[config.mk]
export PLATFORM = sky130hd
export DESIGN_NAME = nhr_host_ctrl
export DESIGN_NICKNAME = d
export VERILOG_FILES = /design/src/hdl/nhr_host_ctrl.v /design/src/hdl/nhr_read_buf.v
export VERILOG_INCLUDE_DIRS = /design/src /design/src/common
export SDC_FILE = /design/constraint.sdc
export NUM_CORES = 1
export LEC_CHECK = 0
export BUFFER_PORTS_ARGS = -buffer_cell sky130_fd_sc_hd__clkbuf_2
export CAP_MARGIN = 5
export CORE_UTILIZATION = 46
export DETAILED_ROUTE_END_ITERATION = 10
export PLACE_DENSITY = 0.67
export SLEW_MARGIN = 20
export SYNTH_ARGS = -nofsm -noshare
export SYNTH_HDL_FRONTEND = slang
export SYNTH_SLANG_ARGS = --single-unit
[constraint.sdc]
create_clock -name core_clk -period 5.8 [get_ports core_clk]
set_input_delay 0 -clock core_clk [delete_from_list [all_inputs] [get_ports core_clk]]
set_output_delay 0 -clock core_clk [all_outputs]
set_load 0.005 [all_outputs]
[src/common/nhr_defs.vh]
// Constants for the NAND host read controller: commands, address layout, timing.
// Assumes a 250 MHz core clock; included by bare name.
`ifndef NHR_DEFS_VH
`define NHR_DEFS_VH

`define NHR_CLK_PERIOD_PS 4000
`define NHR_CMD_READ_SETUP 8'h00
`define NHR_CMD_READ_CONFIRM 8'h30
`define NHR_CMD_COL_CHG 8'h05
`define NHR_CMD_COL_CHG_CONF 8'hE0
`define NHR_CMD_DUAL_SETUP 8'h60
`define NHR_CMD_STATUS 8'h70
`define NHR_CMD_STATUS_DUAL 8'h71
`define NHR_CMD_ECC_STATUS 8'h7A
`define NHR_CMD_RESET 8'hFF
`define NHR_COL_W 13
`define NHR_ROW_W 17
`define NHR_PAGE_LSB 0
`define NHR_PAGE_W 6
`define NHR_BLOCK_LSB 6
`define NHR_BLOCK_W 11
`define NHR_PAGE_BYTES 13'h1080
`define NHR_ADDR_CYCLES 3'h5
`define NHR_COLCHG_CYCLES 3'h2
// Strobe timing in ns, cycles derived (least times round up)
`define NHR_TWP_NS 12
`define NHR_TWH_NS 10
`define NHR_TRP_NS 12
`define NHR_TREH_NS 10
`define NHR_TWHR_NS 60
`define NHR_TRR_NS 20
`define NHR_TREA_NS 20
`define NHR_CYC(ns) ((((ns) * 1000) + `NHR_CLK_PERIOD_PS - 1) / `NHR_CLK_PERIOD_PS)
`define NHR_TWP_CYC `NHR_CYC(`NHR_TWP_NS)
`define NHR_TWH_CYC `NHR_CYC(`NHR_TWH_NS)
`define NHR_TRP_CYC `NHR_CYC(`NHR_TREA_NS + 4)
`define NHR_TREH_CYC `NHR_CYC(`NHR_TREH_NS)
`define NHR_TWHR_CYC `NHR_CYC(`NHR_TWHR_NS)
`define NHR_TRR_CYC `NHR_CYC(`NHR_TRR_NS)

`endif

[src/hdl/nhr_host_ctrl.v]
// Host-side controller that drives a paged NAND through its strobes and shared bus.
// Assumes a pulled-up ready_busy_n line sampled synchronously; read data kept in a page buffer.
`timescale 1ns/1ps
`default_nettype none
`include "nhr_defs.vh"

module nhr_host_ctrl (
	// Clock and reset
	input wire core_clk,
	input wire rst_n,
	// User request
	input wire reqValid,
	input wire reqDual,
	input wire reqColChg,
	input wire [12:0] reqColumn,
	input wire [16:0] reqRow,
	input wire [16:0] reqRow2,
	input wire [12:0] reqLength,
	output reg reqReady,
	output reg reqError,
	output reg reqDone,
	// Read data out
	output reg [7:0] rdByte,
	output reg rdByteValid,
	// NAND pins
	output reg cmdLatch,
	output reg addrLatch,
	output reg chipSel_n,
	output reg writeStrobe_n,
	output reg read_strobe_n,
	output reg writeProt_n,
	input wire [7:0] shared_bus_in,
	output reg [7:0] shared_bus_out,
	output reg shared_bus_oe,
	input wire ready_busy_n
);
	localparam ST_IDLE = 4'h0;
	localparam ST_WR_LO = 4'h1;
	localparam ST_WR_HI = 4'h2;
	localparam ST_NEXT = 4'h3;
	localparam ST_BUSY_W = 4'h4;
	localparam ST_WAIT_RDY = 4'h5;
	localparam ST_RD_LO = 4'h6;
	localparam ST_RD_HI = 4'h7;
	localparam ST_FIN = 4'h8;

	// Step kinds
	localparam K_CMD = 2'h0;
	localparam K_ADR = 2'h1;
	localparam K_END = 2'h2;

	reg [3:0] state_r;
	reg [3:0] step_r;
	reg [7:0] cnt_r;
	reg [12:0] left_r;
	reg [12:0] col_r;
	reg [16:0] row_r;
	reg [16:0] row2_r;
	reg dual_r;
	reg chg_r;
	reg [9:0] stepInfo;
	reg [12:0] bufWrAddr_r;
	wire [7:0] bufRd;

	function [7:0] addrByte;
		input [2:0] idx;
		input [12:0] col;
		input [16:0] row;
		begin
			case (idx)
				3'h0: addrByte = col[7:0];
				3'h1: addrByte = {3'h0, col[12:8]};
				3'h2: addrByte = row[7:0];
				3'h3: addrByte = row[15:8];
				3'h4: addrByte = {7'h00, row[16]};
				default: addrByte = 8'h00;
			endcase
		end
	endfunction

	// Step table: {kind, byte or address index}; index bit 7 picks the second row
	always @* begin
		stepInfo = {K_END, 8'h00};
		if (chg_r) begin
			case (step_r)
				4'h0: stepInfo = {K_CMD, `NHR_CMD_COL_CHG};
				4'h1: stepInfo = {K_ADR, 8'h00};
				4'h2: stepInfo = {K_ADR, 8'h01};
				4'h3: stepInfo = {K_CMD, `NHR_CMD_COL_CHG_CONF};
				default: stepInfo = {K_END, 8'h00};
			endcase
		end else if (dual_r) begin
			case (step_r)
				4'h0: stepInfo = {K_CMD, `NHR_CMD_DUAL_SETUP};
				4'h1, 4'h2, 4'h3, 4'h4, 4'h5: stepInfo = {K_ADR, 4'h0, step_r - 4'h1};
				4'h6: stepInfo = {K_CMD, `NHR_CMD_DUAL_SETUP};
				4'h7, 4'h8, 4'h9, 4'hA, 4'hB: stepInfo = {K_ADR, 4'h8, step_r - 4'h7};
				4'hC: stepInfo = {K_CMD, `NHR_CMD_READ_CONFIRM};
				default: stepInfo = {K_END, 8'h00};
			endcase
		end else begin
			// Single page read; setup resent anyway
			case (step_r)
				4'h0: stepInfo = {K_CMD, `NHR_CMD_READ_SETUP};
				4'h1, 4'h2, 4'h3, 4'h4, 4'h5: stepInfo = {K_ADR, 4'h0, step_r - 4'h1};
				4'h6: stepInfo = {K_CMD, `NHR_CMD_READ_CONFIRM};
				default: stepInfo = {K_END, 8'h00};
			endcase
		end
	end

	// Group from block parity; legality of a dual request
	wire dualBad = (reqRow[`NHR_BLOCK_LSB] == reqRow2[`NHR_BLOCK_LSB]) ||
		(reqRow[5:0] != reqRow2[5:0]);
	// Column plus length stays inside page
	wire lenBad = (reqLength == 13'h0000) ||
		({1'b0, reqColumn} + {1'b0, reqLength} > {1'b0, `NHR_PAGE_BYTES});
	wire [7:0] stepByte = (stepInfo[9:8] == K_CMD) ? stepInfo[7:0] :
		addrByte(stepInfo[2:0], col_r, stepInfo[7] ? row2_r : row_r);

	nhr_read_buf uBuf (
		.core_clk(core_clk),
		.wrEn(rdByteValid),
		.wrAddr(bufWrAddr_r),
		.wrData(rdByte),
		.rdAddr(col_r),
		.rdData(bufRd)
	);

	always @(posedge core_clk or negedge rst_n) begin
		if (!rst_n) begin
			state_r <= ST_IDLE;
			step_r <= 4'h0;
			cnt_r <= 8'h00;
			left_r <= 13'h0000;
			col_r <= 13'h0000;
			row_r <= 17'h00000;
			row2_r <= 17'h00000;
			dual_r <= 1'b0;
			chg_r <= 1'b0;
			bufWrAddr_r <= 13'h0000;
			reqReady <= 1'b0;
			reqError <= 1'b0;
			reqDone <= 1'b0;
			rdByte <= 8'h00;
			rdByteValid <= 1'b0;
			cmdLatch <= 1'b0;
			addrLatch <= 1'b0;
			chipSel_n <= 1'b1;
			writeStrobe_n <= 1'b1;
			read_strobe_n <= 1'b1;
			writeProt_n <= 1'b0;
			shared_bus_out <= 8'h00;
			shared_bus_oe <= 1'b0;
		end else begin
			reqError <= 1'b0;
			reqDone <= 1'b0;
			rdByteValid <= 1'b0;
			// Reads only: keep program and erase locked out
			writeProt_n <= 1'b0;
			case (state_r)
				ST_IDLE: begin
					reqReady <= 1'b1;
					if (ready_busy_n)
						chipSel_n <= 1'b1;
					if (reqValid && reqReady) begin
						reqReady <= 1'b0;
						if (lenBad || (reqDual && dualBad)) begin
							reqError <= 1'b1;
						end else begin
							col_r <= reqColumn;
							row_r <= reqRow;
							row2_r <= reqRow2;
							dual_r <= reqDual;
							chg_r <= reqColChg;
							left_r <= reqLength;
							step_r <= 4'h0;
							bufWrAddr_r <= reqColumn;
							chipSel_n <= 1'b0;
							state_r <= ST_WAIT_RDY;
						end
					end
				end
				ST_WR_LO: begin
					// Set latch selects and drive byte
					cmdLatch <= (stepInfo[9:8] == K_CMD);
					addrLatch <= (stepInfo[9:8] == K_ADR);
					shared_bus_out <= stepByte;
					shared_bus_oe <= 1'b1;
					writeStrobe_n <= 1'b0;
					cnt_r <= 8'h00;
					state_r <= ST_WR_HI;
				end
				ST_WR_HI: begin
					cnt_r <= cnt_r + 8'h01;
					if ({24'h000000, cnt_r} == `NHR_TWP_CYC)
						writeStrobe_n <= 1'b1;
					if ({24'h000000, cnt_r} == (`NHR_TWP_CYC + `NHR_TWH_CYC)) begin
						step_r <= step_r + 4'h1;
						state_r <= ST_NEXT;
					end
				end
				ST_NEXT: begin
					cmdLatch <= 1'b0;
					addrLatch <= 1'b0;
					cnt_r <= 8'h00;
					if (stepInfo[9:8] != K_END)
						state_r <= ST_WR_LO;
					else if (chg_r) begin
						shared_bus_oe <= 1'b0;
						state_r <= ST_WAIT_RDY;
					end else begin
						shared_bus_oe <= 1'b0;
						state_r <= ST_BUSY_W;
					end
				end
				ST_BUSY_W: begin
					// Wait for busy; strobes stay high
					cnt_r <= cnt_r + 8'h01;
					if (!ready_busy_n || cnt_r == 8'h40) begin
						cnt_r <= 8'h00;
						state_r <= ST_WAIT_RDY;
					end
				end
				ST_WAIT_RDY: begin
					if (!ready_busy_n)
						cnt_r <= 8'h00;
					else if ({24'h000000, cnt_r} == (`NHR_TWHR_CYC + `NHR_TRR_CYC)) begin
						cnt_r <= 8'h00;
						if (stepInfo[9:8] != K_END)
							state_r <= ST_WR_LO;
						else
							state_r <= ST_RD_LO;
					end else
						cnt_r <= cnt_r + 8'h01;
				end
				ST_RD_LO: begin
					// Fall of read strobe delivers a byte
					read_strobe_n <= 1'b0;
					cnt_r <= 8'h00;
					state_r <= ST_RD_HI;
				end
				ST_RD_HI: begin
					cnt_r <= cnt_r + 8'h01;
					if ({24'h000000, cnt_r} == `NHR_TRP_CYC) begin
						rdByte <= shared_bus_in;
						rdByteValid <= 1'b1;
						read_strobe_n <= 1'b1;
						left_r <= left_r - 13'h0001;
					end
					if ({24'h000000, cnt_r} == (`NHR_TRP_CYC + `NHR_TREH_CYC)) begin
						bufWrAddr_r <= bufWrAddr_r + 13'h0001;
						state_r <= (left_r == 13'h0000) ? ST_FIN : ST_RD_LO;
					end
				end
				ST_FIN: begin
					reqDone <= 1'b1;
					state_r <= ST_IDLE;
				end
				default: state_r <= ST_IDLE;
			endcase
		end
	end
endmodule // nhr_host_ctrl

`default_nettype wire

[src/hdl/nhr_read_buf.v]
// Page buffer for read data, one byte per column.
// Assumes single clock; read data come out of a register one cycle after the address.
`timescale 1ns/1ps
`default_nettype none
`include "nhr_defs.vh"

module nhr_read_buf (
	// Clock
	input wire core_clk,
	// Write side
	input wire wrEn,
	input wire [12:0] wrAddr,
	input wire [7:0] wrData,
	// Read side
	input wire [12:0] rdAddr,
	output reg [7:0] rdData
);
	reg [7:0] mem [0:4223];

	always @(posedge core_clk) begin
		if (wrEn)
			mem[wrAddr] <= wrData;
		rdData <= mem[rdAddr];
	end
endmodule // nhr_read_buf

`default_nettype wire

# == Word level (Yosys, flattened, before mapping) ==
# Index checks and enable logic that the tools add are counted.
# totals
ff_bits,104
inputBits,74
output_inout_bits,27
word_cells,154
# op_classes
n_addsub,6
magnitude_cmp,1
n_eq_ne,43
mux,50
bitwise_logic,1
n_reduce_logical,32
# op_table
op,count
one-hot mux 10 bit (4 select lines),2
two-way mux 4 bit,11
one-hot mux 8 bit (5 select lines),1
two-way mux 13 bit,3
"== test 4 x 3 -> 1 bit, second input constant",8
two-way mux 8 bit,4
one-hot mux 4 bit (8 select lines),1
one-hot mux 8 bit (4 select lines),1
one-hot mux 10 bit (3 select lines),1
zero test 13 bit,2
one-hot mux 13 bit (2 select lines),1
"== test 4 bit, second input constant",6
"inequality test 2 bit, second input constant",11
two-way mux 10 bit,2
two-way mux 17 bit,1
"== test 4 x 2 -> 1 bit, second input constant",4
adder 13 x 13 -> 14 bit,1
"> comparator 14 x 13 -> 1 bit, second input constant",1
two-way mux 1 bit,14
"subtractor 13 x 1 -> 13 bit, second input constant",1
one-hot mux 1 bit (2 select lines),5
nonzero test 2 bit,5
OR reduction 5 bit,2
"adder 8 x 1 -> 8 bit, second input constant",1
other kinds (31),44

# == Longest topological paths before layout ==
# Gate-level depths: netlist of the first run.
# logic_depth
ltp_word,10
mapped_depth,12
depth_no_buf,11

# == Worst setup path after synthesis of the first run ==
# OpenSTA, ideal clock, no wires.
# synth_path
path_kind,flip-flop to flip-flop
startpoint,register step_r[0]
endpoint,register shared_bus_out[4]
setup_ns,0.142
arrival_time_ns,2.603
required_ns,5.658
slack_ns,3.055
path_stages_with_launch,11
path_buffers,1
synth_period_minus_slack_ns,2.745
cell_sequence,dfrtp_1 > ha_1 > clkbuf_1 > o41ai_1 > o21ai_0 > a221oi_1 > a21oi_1 > nor3_2 > inv_1 > nand3_1 > o221ai_1
# synth_between
elab_chain_cells,8
elab_cells_between_ends,32
classes_between,add/sub: 2; eq/ne: 16; mux: 8; reduce/logical: 6
# synth_lines
item,line,text
"start, declared",nhr_host_ctrl.v:53,reg [3:0] step_r;
"start signal, assigned",nhr_host_ctrl.v:199,step_r <= step_r + 4'h1;
branches (longest 4 deep; another with subtractor 4 x 3 -> 4 bit),n/a,
two-way mux 10 bit (*),nhr_host_ctrl.v:84,if (chg_r) begin
"== test 3 bit, or another cell as far along",nhr_host_ctrl.v:70,case (idx)
one-hot mux 8 bit (5 select lines),nhr_host_ctrl.v:70,
two-way mux 8 bit (*),nhr_host_ctrl.v:118,wire [7:0] stepByte = (stepInfo[9:8] == K_CMD) ? stepInfo[7:0] :
"end signal, assigned",nhr_host_ctrl.v:188,shared_bus_out <= stepByte;
"end, declared",nhr_host_ctrl.v:33,"output reg [7:0] shared_bus_out,"
# Every way passes the cells marked *.
# A chain may end at the register's enable or synchronous reset.

# == Final worst setup path of the first run ==
# layout_path
startpoint,input port reqColumn[4]
endpoint,register row_r[11]
# layout_between
elab_chain_cells,6
# layout_lines
item,line,text
"start, declared",nhr_host_ctrl.v:15,"input wire [12:0] reqColumn,"
adder 13 x 13 -> 14 bit,nhr_host_ctrl.v:117,"({1'b0, reqColumn} + {1'b0, reqLength} > {1'b0, `NHR_PAGE_BYTES});"
> comparator 14 x 13 -> 1 bit,nhr_host_ctrl.v:117,
logical OR 1 bit,nhr_host_ctrl.v:116,wire lenBad = (reqLength == 13'h0000) ||
logical OR 1 bit,nhr_host_ctrl.v:168,if (lenBad || (reqDual && dualBad)) begin
inverter 1 bit (no source line),n/a,
AND reduction 3 bit (no source line),n/a,
"end signal, assigned",nhr_host_ctrl.v:172,row_r <= reqRow;
"end, declared",nhr_host_ctrl.v:57,reg [16:0] row_r;
# Every way passes these cells.

==> results.toml, run 1 <==
[sta]
setup_violations = 0
fmax_ghz = 0.258
relSlewSlack_pct = 31.3
tightest_slew_ns = 1.02
finClkSkew_ns = 0.00866
finalHoldViolCount = 0
rsz0062_at_grt = "false"
finalCriticalPeriod_ns = 3.88
fin_setup_tns_ns = 0
fin_crit_sh_pct = 66.9
slew_violations = 0

[grt]
grt_max_degree = 59
grt_use_total_pct = 25.2
antenna_found_initial = 0
grt_pass1_vias = 5694
grt_pass1_wl_microns = 28400
grt_overflow = 0

[clock_tree]
ctsResizeCount = 0
clk_pin_slew_ns = 0.07
clkSinkCount = 104
cts_hold_buf = 61
insertion_delay_ns = 0.36
cts_setup_buffers = 0
cts.path.max_buffers = 2
htreeDepth = 3
clockRootBuffer = "clkbuf_16"
cts_tree = "yes"
cts_buffers = 9

[synthesis]
synth_area_leaders = "dfrtp_1 40%, mux2_2 9.0%, ha_1 4.3%"
synth.avg_cell_area_sq_um = 9.76
synth_top_cell_area_share_pct = 39.6
synth_area_sq_mm = 0.00638
ys_ff_latch = 104
synth_flop_cell = "dfrtp_1"
synth_fp_nets = 751
synth_cell_types = 68
yosysWarnings = 0
synth_top_area_cell = "dfrtp_1"
synth_cells = 654
yosysSeqAreaShare_pct = 40.8
synth-async-reset-ratio_pct = 100
synth-edff-count = 0

[cells_and_area]
final_util_pct = 58.9
fill_cells = 1166
final_common_cell = "dfrtp_1"
area_delta_synth_final_pct = 23.7
drive_gt1_share_pct = 23.7
nNetsFinal = 895
diodes = 0
postLayoutCellArea_sq_mm = 0.00790
final_cell_mix = "101 x dfrtp_1, 98 x clkbuf_2, 61 x dlygate4sd3_1"

[floorplan]
fp-row-count = 42
ios = 101
fp.coreArea_sq_mm = 0.0134
die_h_microns = 120
initial_core_util_pct = 47.6
die_x_microns = 120
die-area_sq_mm = 0.0144

[placement]
hpwl_microns = 12200
placed_area_sq_mm = 0.00698
portBuffers = 99
gp_congestion = 0.912

[detailed_routing]
drt-vias-per-instance = 5.88
drc = 0
drtIter0Drc = 396
first_pass_iters = 5
num_vias = 5754
ant_nets = 0
drt-total-wl_microns = 17100
wl_per_cell_microns = 17.4

[pwr]
peakVddDrop_uv = 199
p_per_area_mw_per_mm2 = 277
p_leak_nw = 3.81
finalPower_mw = 2.19

[run_status]
outcome = "completed"

[worst_hold_path]
worstHoldPathCells = 3
min_path_type = "in2reg"
worstHoldStart = "reqLength[1]"

[critical_path]
crit_path_start_kind = "input pin"
worstReg2RegStart = "step_r[0]$_DFFE_PN0P_"
ff2ff_path_depth = 10
crit_path_end_kind = "register"
worst_ep_arrival_time_ns = 4.12
crit_path_start = "reqColumn[4]"
critPathRequiredTime_ns = 6.04
path_class = "in2reg"
path_max_fanout = 31

[job]
max-cap-violations = 0
## cell families after synthesis
logic type               Yosys count  share of synthesized area, %
buffers and inverters             60                          4.25
AO/OA/AOI/OAI                    193                          20.7
multiplexers                      76                          13.1
XOR/XNOR                          10                          1.37
AND/OR/NAND/NOR                  187                          15.1
adder cells (fa/ha/maj)           23                          4.63
other                              1                        0.0587
flip-flops                       104                          40.8
## through the flow
| stage | setup slack, ns | hold WS [ns] | instances |
|---|---|---|---|
| global route | 1.66 | 0.0422 | 979 |
| detailed placement | 1.87 | 0.0593 | 902 |
| floorplan | 3.06 | -0.296 | 654 |
| CTS | 1.70 | 0.0170 | 979 |
| finish | 1.92 | 0.0212 | 979 |
| global placement | 2.09 | 0.0543 | 902 |
## final cells by class
| class | instances | area [sq um] | share of cell area (%) |
|---|---|---|---|
| inverter | 26 | 97.6 | 1.24 |
| sequential | 104 | 2610 | 33.0 |
| multi-input combinational | 490 | 3510 | 44.5 |
| timing repair buffer | 167 | 1160 | 14.7 |
| clock inverter | 6 | 67.6 | 0.856 |
| tap | 176 | 220 | 2.79 |
| clock buffer | 10 | 229 | 2.90 |
## flip-flops by register name, indices dropped and copies added, names as in the netlist
signal / cells
state_r: 4
col_r: 13
row2_r: 17
addrLatch: 1
reqReady: 1
cnt_r: 8
writeStrobe_n: 1
chipSel_n: 1
left_r: 13
reqError: 1
step_r: 4
cmdLatch: 1
rdByte: 8
read_strobe_n: 1
shared_bus_out: 8
reqDone: 1
chg_r: 1
shared_bus_oe: 1
row_r: 17
dual_r: 1
rdByteValid: 1
## worst max-delay path, cell delays in order
cell           delay (ns)
dlygate4sd3_1        0.53
clkbuf_2             0.13
ha_1                 0.39
a21o_1               0.24
a31oi_2              0.21
a21oi_1              0.15
or4_1                0.43
a211oi_2             0.32
nand4_2              0.20
a21oi_4              0.64
buf_4                0.48
mux2_2               0.39
## power breakdown
group | leakage [nW] | internal, mW | switching [mW]
Sequential | 1.35 | 0.811 | 0.0920
Clock | 0.139 | 0.337 | 0.286
Combinational | 2.32 | 0.283 | 0.382
Total | 3.81 | 1.43 | 0.760
## synthesized netlist by cell type, drive strengths merged, types with 5 or more instances
master   instances
nor2b            9
nand3           22
buf             12
mux2i           18
o31ai            5
o21ai           44
or3              7
nand2           41
o2bb2ai          6
and3            12
a21oi           32
o22ai            8
xor2             6
a211oi          15
clkbuf          22
a221oi           7
a2bb2oi          7
a31oi           12
nand2b           8
mux2            58
inv             26
nand4            6
o211ai           5
a21o            10
nor3            11
nor4             9
and2             5
ha              22
nor2            40
a22oi            6
dfrtp          101
## per-layer routing
| metal | track usage [%] | up-vias | wire [microns] |
|---|---|---|---|
| li1 | - | 2738 | - |
| met3 | 4.94 | 35 | 1060 |
| met2 | 40.5 | 193 | 7970 |
| met4 | 11.0 | 0 | 474 |
| met1 | 32.9 | 2788 | 7560 |
| met5 | 0 | - | 0 |
## worst paths after layout
check	end	slack, ns
worst max-delay path	row_r[11]$_DFFE_PN0P_	1.92
max in group asynchronous	row2_r[14]$_DFFE_PN0P_	4.42
min in group asynchronous	shared_bus_out[2]$_DFFE_PN0P_	0.19
worst min register to register	writeStrobe_n$_DFFE_PN1P_	0.47
worst max register to register	shared_bus_out[5]$_DFFE_PN0P_	2.31
worst min-delay path	left_r[1]$_DFFE_PN0P_	0.02
(Power assumes the default switching activity.)
==> inputs of run 2 (changes only) <==
Settings changed: PLACE_DENSITY 0.67 to 0.7.
Clock period 5.8 ns to 3.25 ns, I/O delays scaled along.
==> run 2 against run 1 <==
Net effect:
- hold slack worse by 0.010 ns
- first-iteration DRC count is 13% higher
- clock skew is 0.00058 ns higher
- largest cell class unchanged
- sequential power is 78% higher
- core utilization grew 1.4 points
- global-route usage is 0.25 points higher
- combinational power grew 82%
- highest routed layer unchanged
- sequential share of layout area shrank 0.78 points
- count of clock-buffer cells in the layout unchanged
- worst setup slack got worse by 1.8 ns
- register-to-register slack got worse by 2.0 ns
- critical path type unchanged
- non-clock buffer count rose by 14
==> results.toml, run 2 (synthesized netlist as in run 1, its figures left out) <==
[sta]
slew_violations = 0
relSlewSlack_pct = 39.6
holdWs_ns = 0.0109
finalHoldViolCount = 0
finalCriticalPeriod_ns = 3.14
tightest_slew_ns = 0.906
setup_violations = 0
finClkSkew_ns = 0.00924
fmax_ghz = 0.319
fin_crit_sh_pct = 96.6

[detailed_routing]
ant_nets = 0
drt-vias-per-instance = 5.92
num_vias = 5879
wl_per_cell_microns = 18.0
drt-total-wl_microns = 17800
drc = 0
drtIter0Drc = 446
first_pass_iters = 5

[cells_and_area]
diodes = 0
reg.largest.list = "row2_r (17), row_r (17)"
final_cell_mix = "101 x dfrtp_1, 98 x clkbuf_2, 59 x dlygate4sd3_1"
instances_no_fill = 993
final_common_cell = "dfrtp_1"
area_delta_synth_final_pct = 26.7
nNetsFinal = 909
fill_cells = 1126
drive_gt1_share_pct = 25.6

[placement]
portBuffers = 99
gp_congestion = 0.868
hpwl_microns = 12500
post-place-cells = 914

[floorplan]
die_x_microns = 120
die_h_microns = 120
die-area_sq_mm = 0.0144
fp.coreArea_sq_mm = 0.0134
initial_core_util_pct = 47.6
fp-row-count = 42
ios = 101

[clock_tree]
cts_tree = "yes"
insertion_delay_ns = 0.36
clkSinkCount = 104
cts.path.max_buffers = 2
cts_buffers = 9
clockRootBuffer = "clkbuf_16"
htreeDepth = 3
clk_pin_slew_ns = 0.08

[pwr]
finalPower_mw = 3.89
peakVddDrop_uv = 321
p_per_area_mw_per_mm2 = 481
p_leak_nw = 3.89

[critical_path]
r2r_slack_ns = 0.27
crit_path_start_kind = "input pin"
worstReg2RegStart = "step_r[0]$_DFFE_PN0P_"
path_class = "in2reg"
worst_ep_arrival_time_ns = 3.39
critPathRequiredTime_ns = 3.50
r2r-end = "shared_bus_out[2]$_DFFE_PN0P_"
ff2ff_path_depth = 9
crit_path_end_kind = "register"
path_max_fanout = 13

[worst_hold_path]
worstHoldPathCells = 3
worstHoldEndpoint = "left_r[0]$_DFFE_PN0P_"
min_path_type = "in2reg"
worstHoldStart = "reqLength[0]"

[grt]
grt_overflow = 0
grt_pass1_vias = 5790
grt_pass1_wl_microns = 28700
grt_use_total_pct = 25.4
grt_max_degree = 73
antenna_found_initial = 0

[run_status]
outcome = "completed"

[job]
max-cap-violations = 0
-- run 2: changes by cell type in the layout (fill, tap and decap cells not counted), moves of 2 or more --
cell	change
buf_12	+4
dlygate4sd3_1	-2
clkbuf_16	+2
buf_4	+10
inv_8	+2
-- run 2: through the flow --
stage	utilization (%)	setup TNS [ns]	instance area, sq um	worst slack, ns
finish	60.3	0	8090	0.111
CTS	59.6	0	7990	0.0334
floorplan	-	0	6380	0.505
global route	60.3	-0.113	8090	-0.0111
detailed placement	53.1	0	7110	0.143
global placement	53.1	0	7110	0.283
-- run 2: worst max-delay path by stage --
stage                                     start                            end  slack [ns]  cells past startpoint
final                              reqColumn[6]           col_r[3]$_DFFE_PN0P_        0.11                     13
after global routing              reqColumn[10]         row2_r[11]$_DFFE_PN0P_       -0.01                     12
after CTS                          reqColumn[4]           row_r[1]$_DFFE_PN0P_        0.03                     12
after detailed placement  step_r[0]$_DFFE_PN0P_  shared_bus_out[5]$_DFFE_PN0P_        0.14                     11
after global placement    step_r[0]$_DFFE_PN0P_  shared_bus_out[2]$_DFFE_PN0P_        0.28                      7
after floorplan           step_r[0]$_DFFE_PN0P_  shared_bus_out[4]$_DFFE_PN0P_        0.51                     10
-- run 2: final cells by class --
type,instances,area [sq um],area share [%]
multi-input combinational,490,3530,43.7
tap,176,220,2.72
clock inverter,6,53.8,0.665
inverter,26,97.6,1.21
sequential,104,2610,32.2
clock buffer,10,229,2.83
timing repair buffer,181,1350,16.6
-- run 2: timing repair --
item / CTS / global route
gates resized for setup: 0 / 6
setup buffers: 0 / 2
endpoints found under the hold margin: 125 / 0
endpoints found under the setup margin: 0 / 57
hold buffers: 59 / 0
-- run 2: worst max-delay path, cell delays in order --
cell	delay, ns
dlygate4sd3_1	0.54
clkbuf_2	0.14
ha_1	0.37
a21o_1	0.22
nand3_1	0.10
a31oi_1	0.15
or4_1	0.55
a211oi_4	0.28
nand4_2	0.19
a21oi_4	0.19
buf_12	0.15
clkbuf_16	0.17
mux2_2	0.33
-- run 2: power breakdown --
group,switching (mW),internal [mW],total (mW),leakage [nW]
logic,0.697,0.515,1.21,2.42
registers,0.166,1.45,1.61,1.35
clock network,0.536,0.533,1.07,0.129
-- run 2: layer usage --
metal	track usage [%]	vias to the layer above	part of all wire, %	wire, microns
li1	-	2752	-	-
met1	33.1	2873	44	7870
met2	42.2	221	48	8630
met3	5.23	33	5.2	932
met4	8.36	0	2.3	415
met5	0	-	0	0
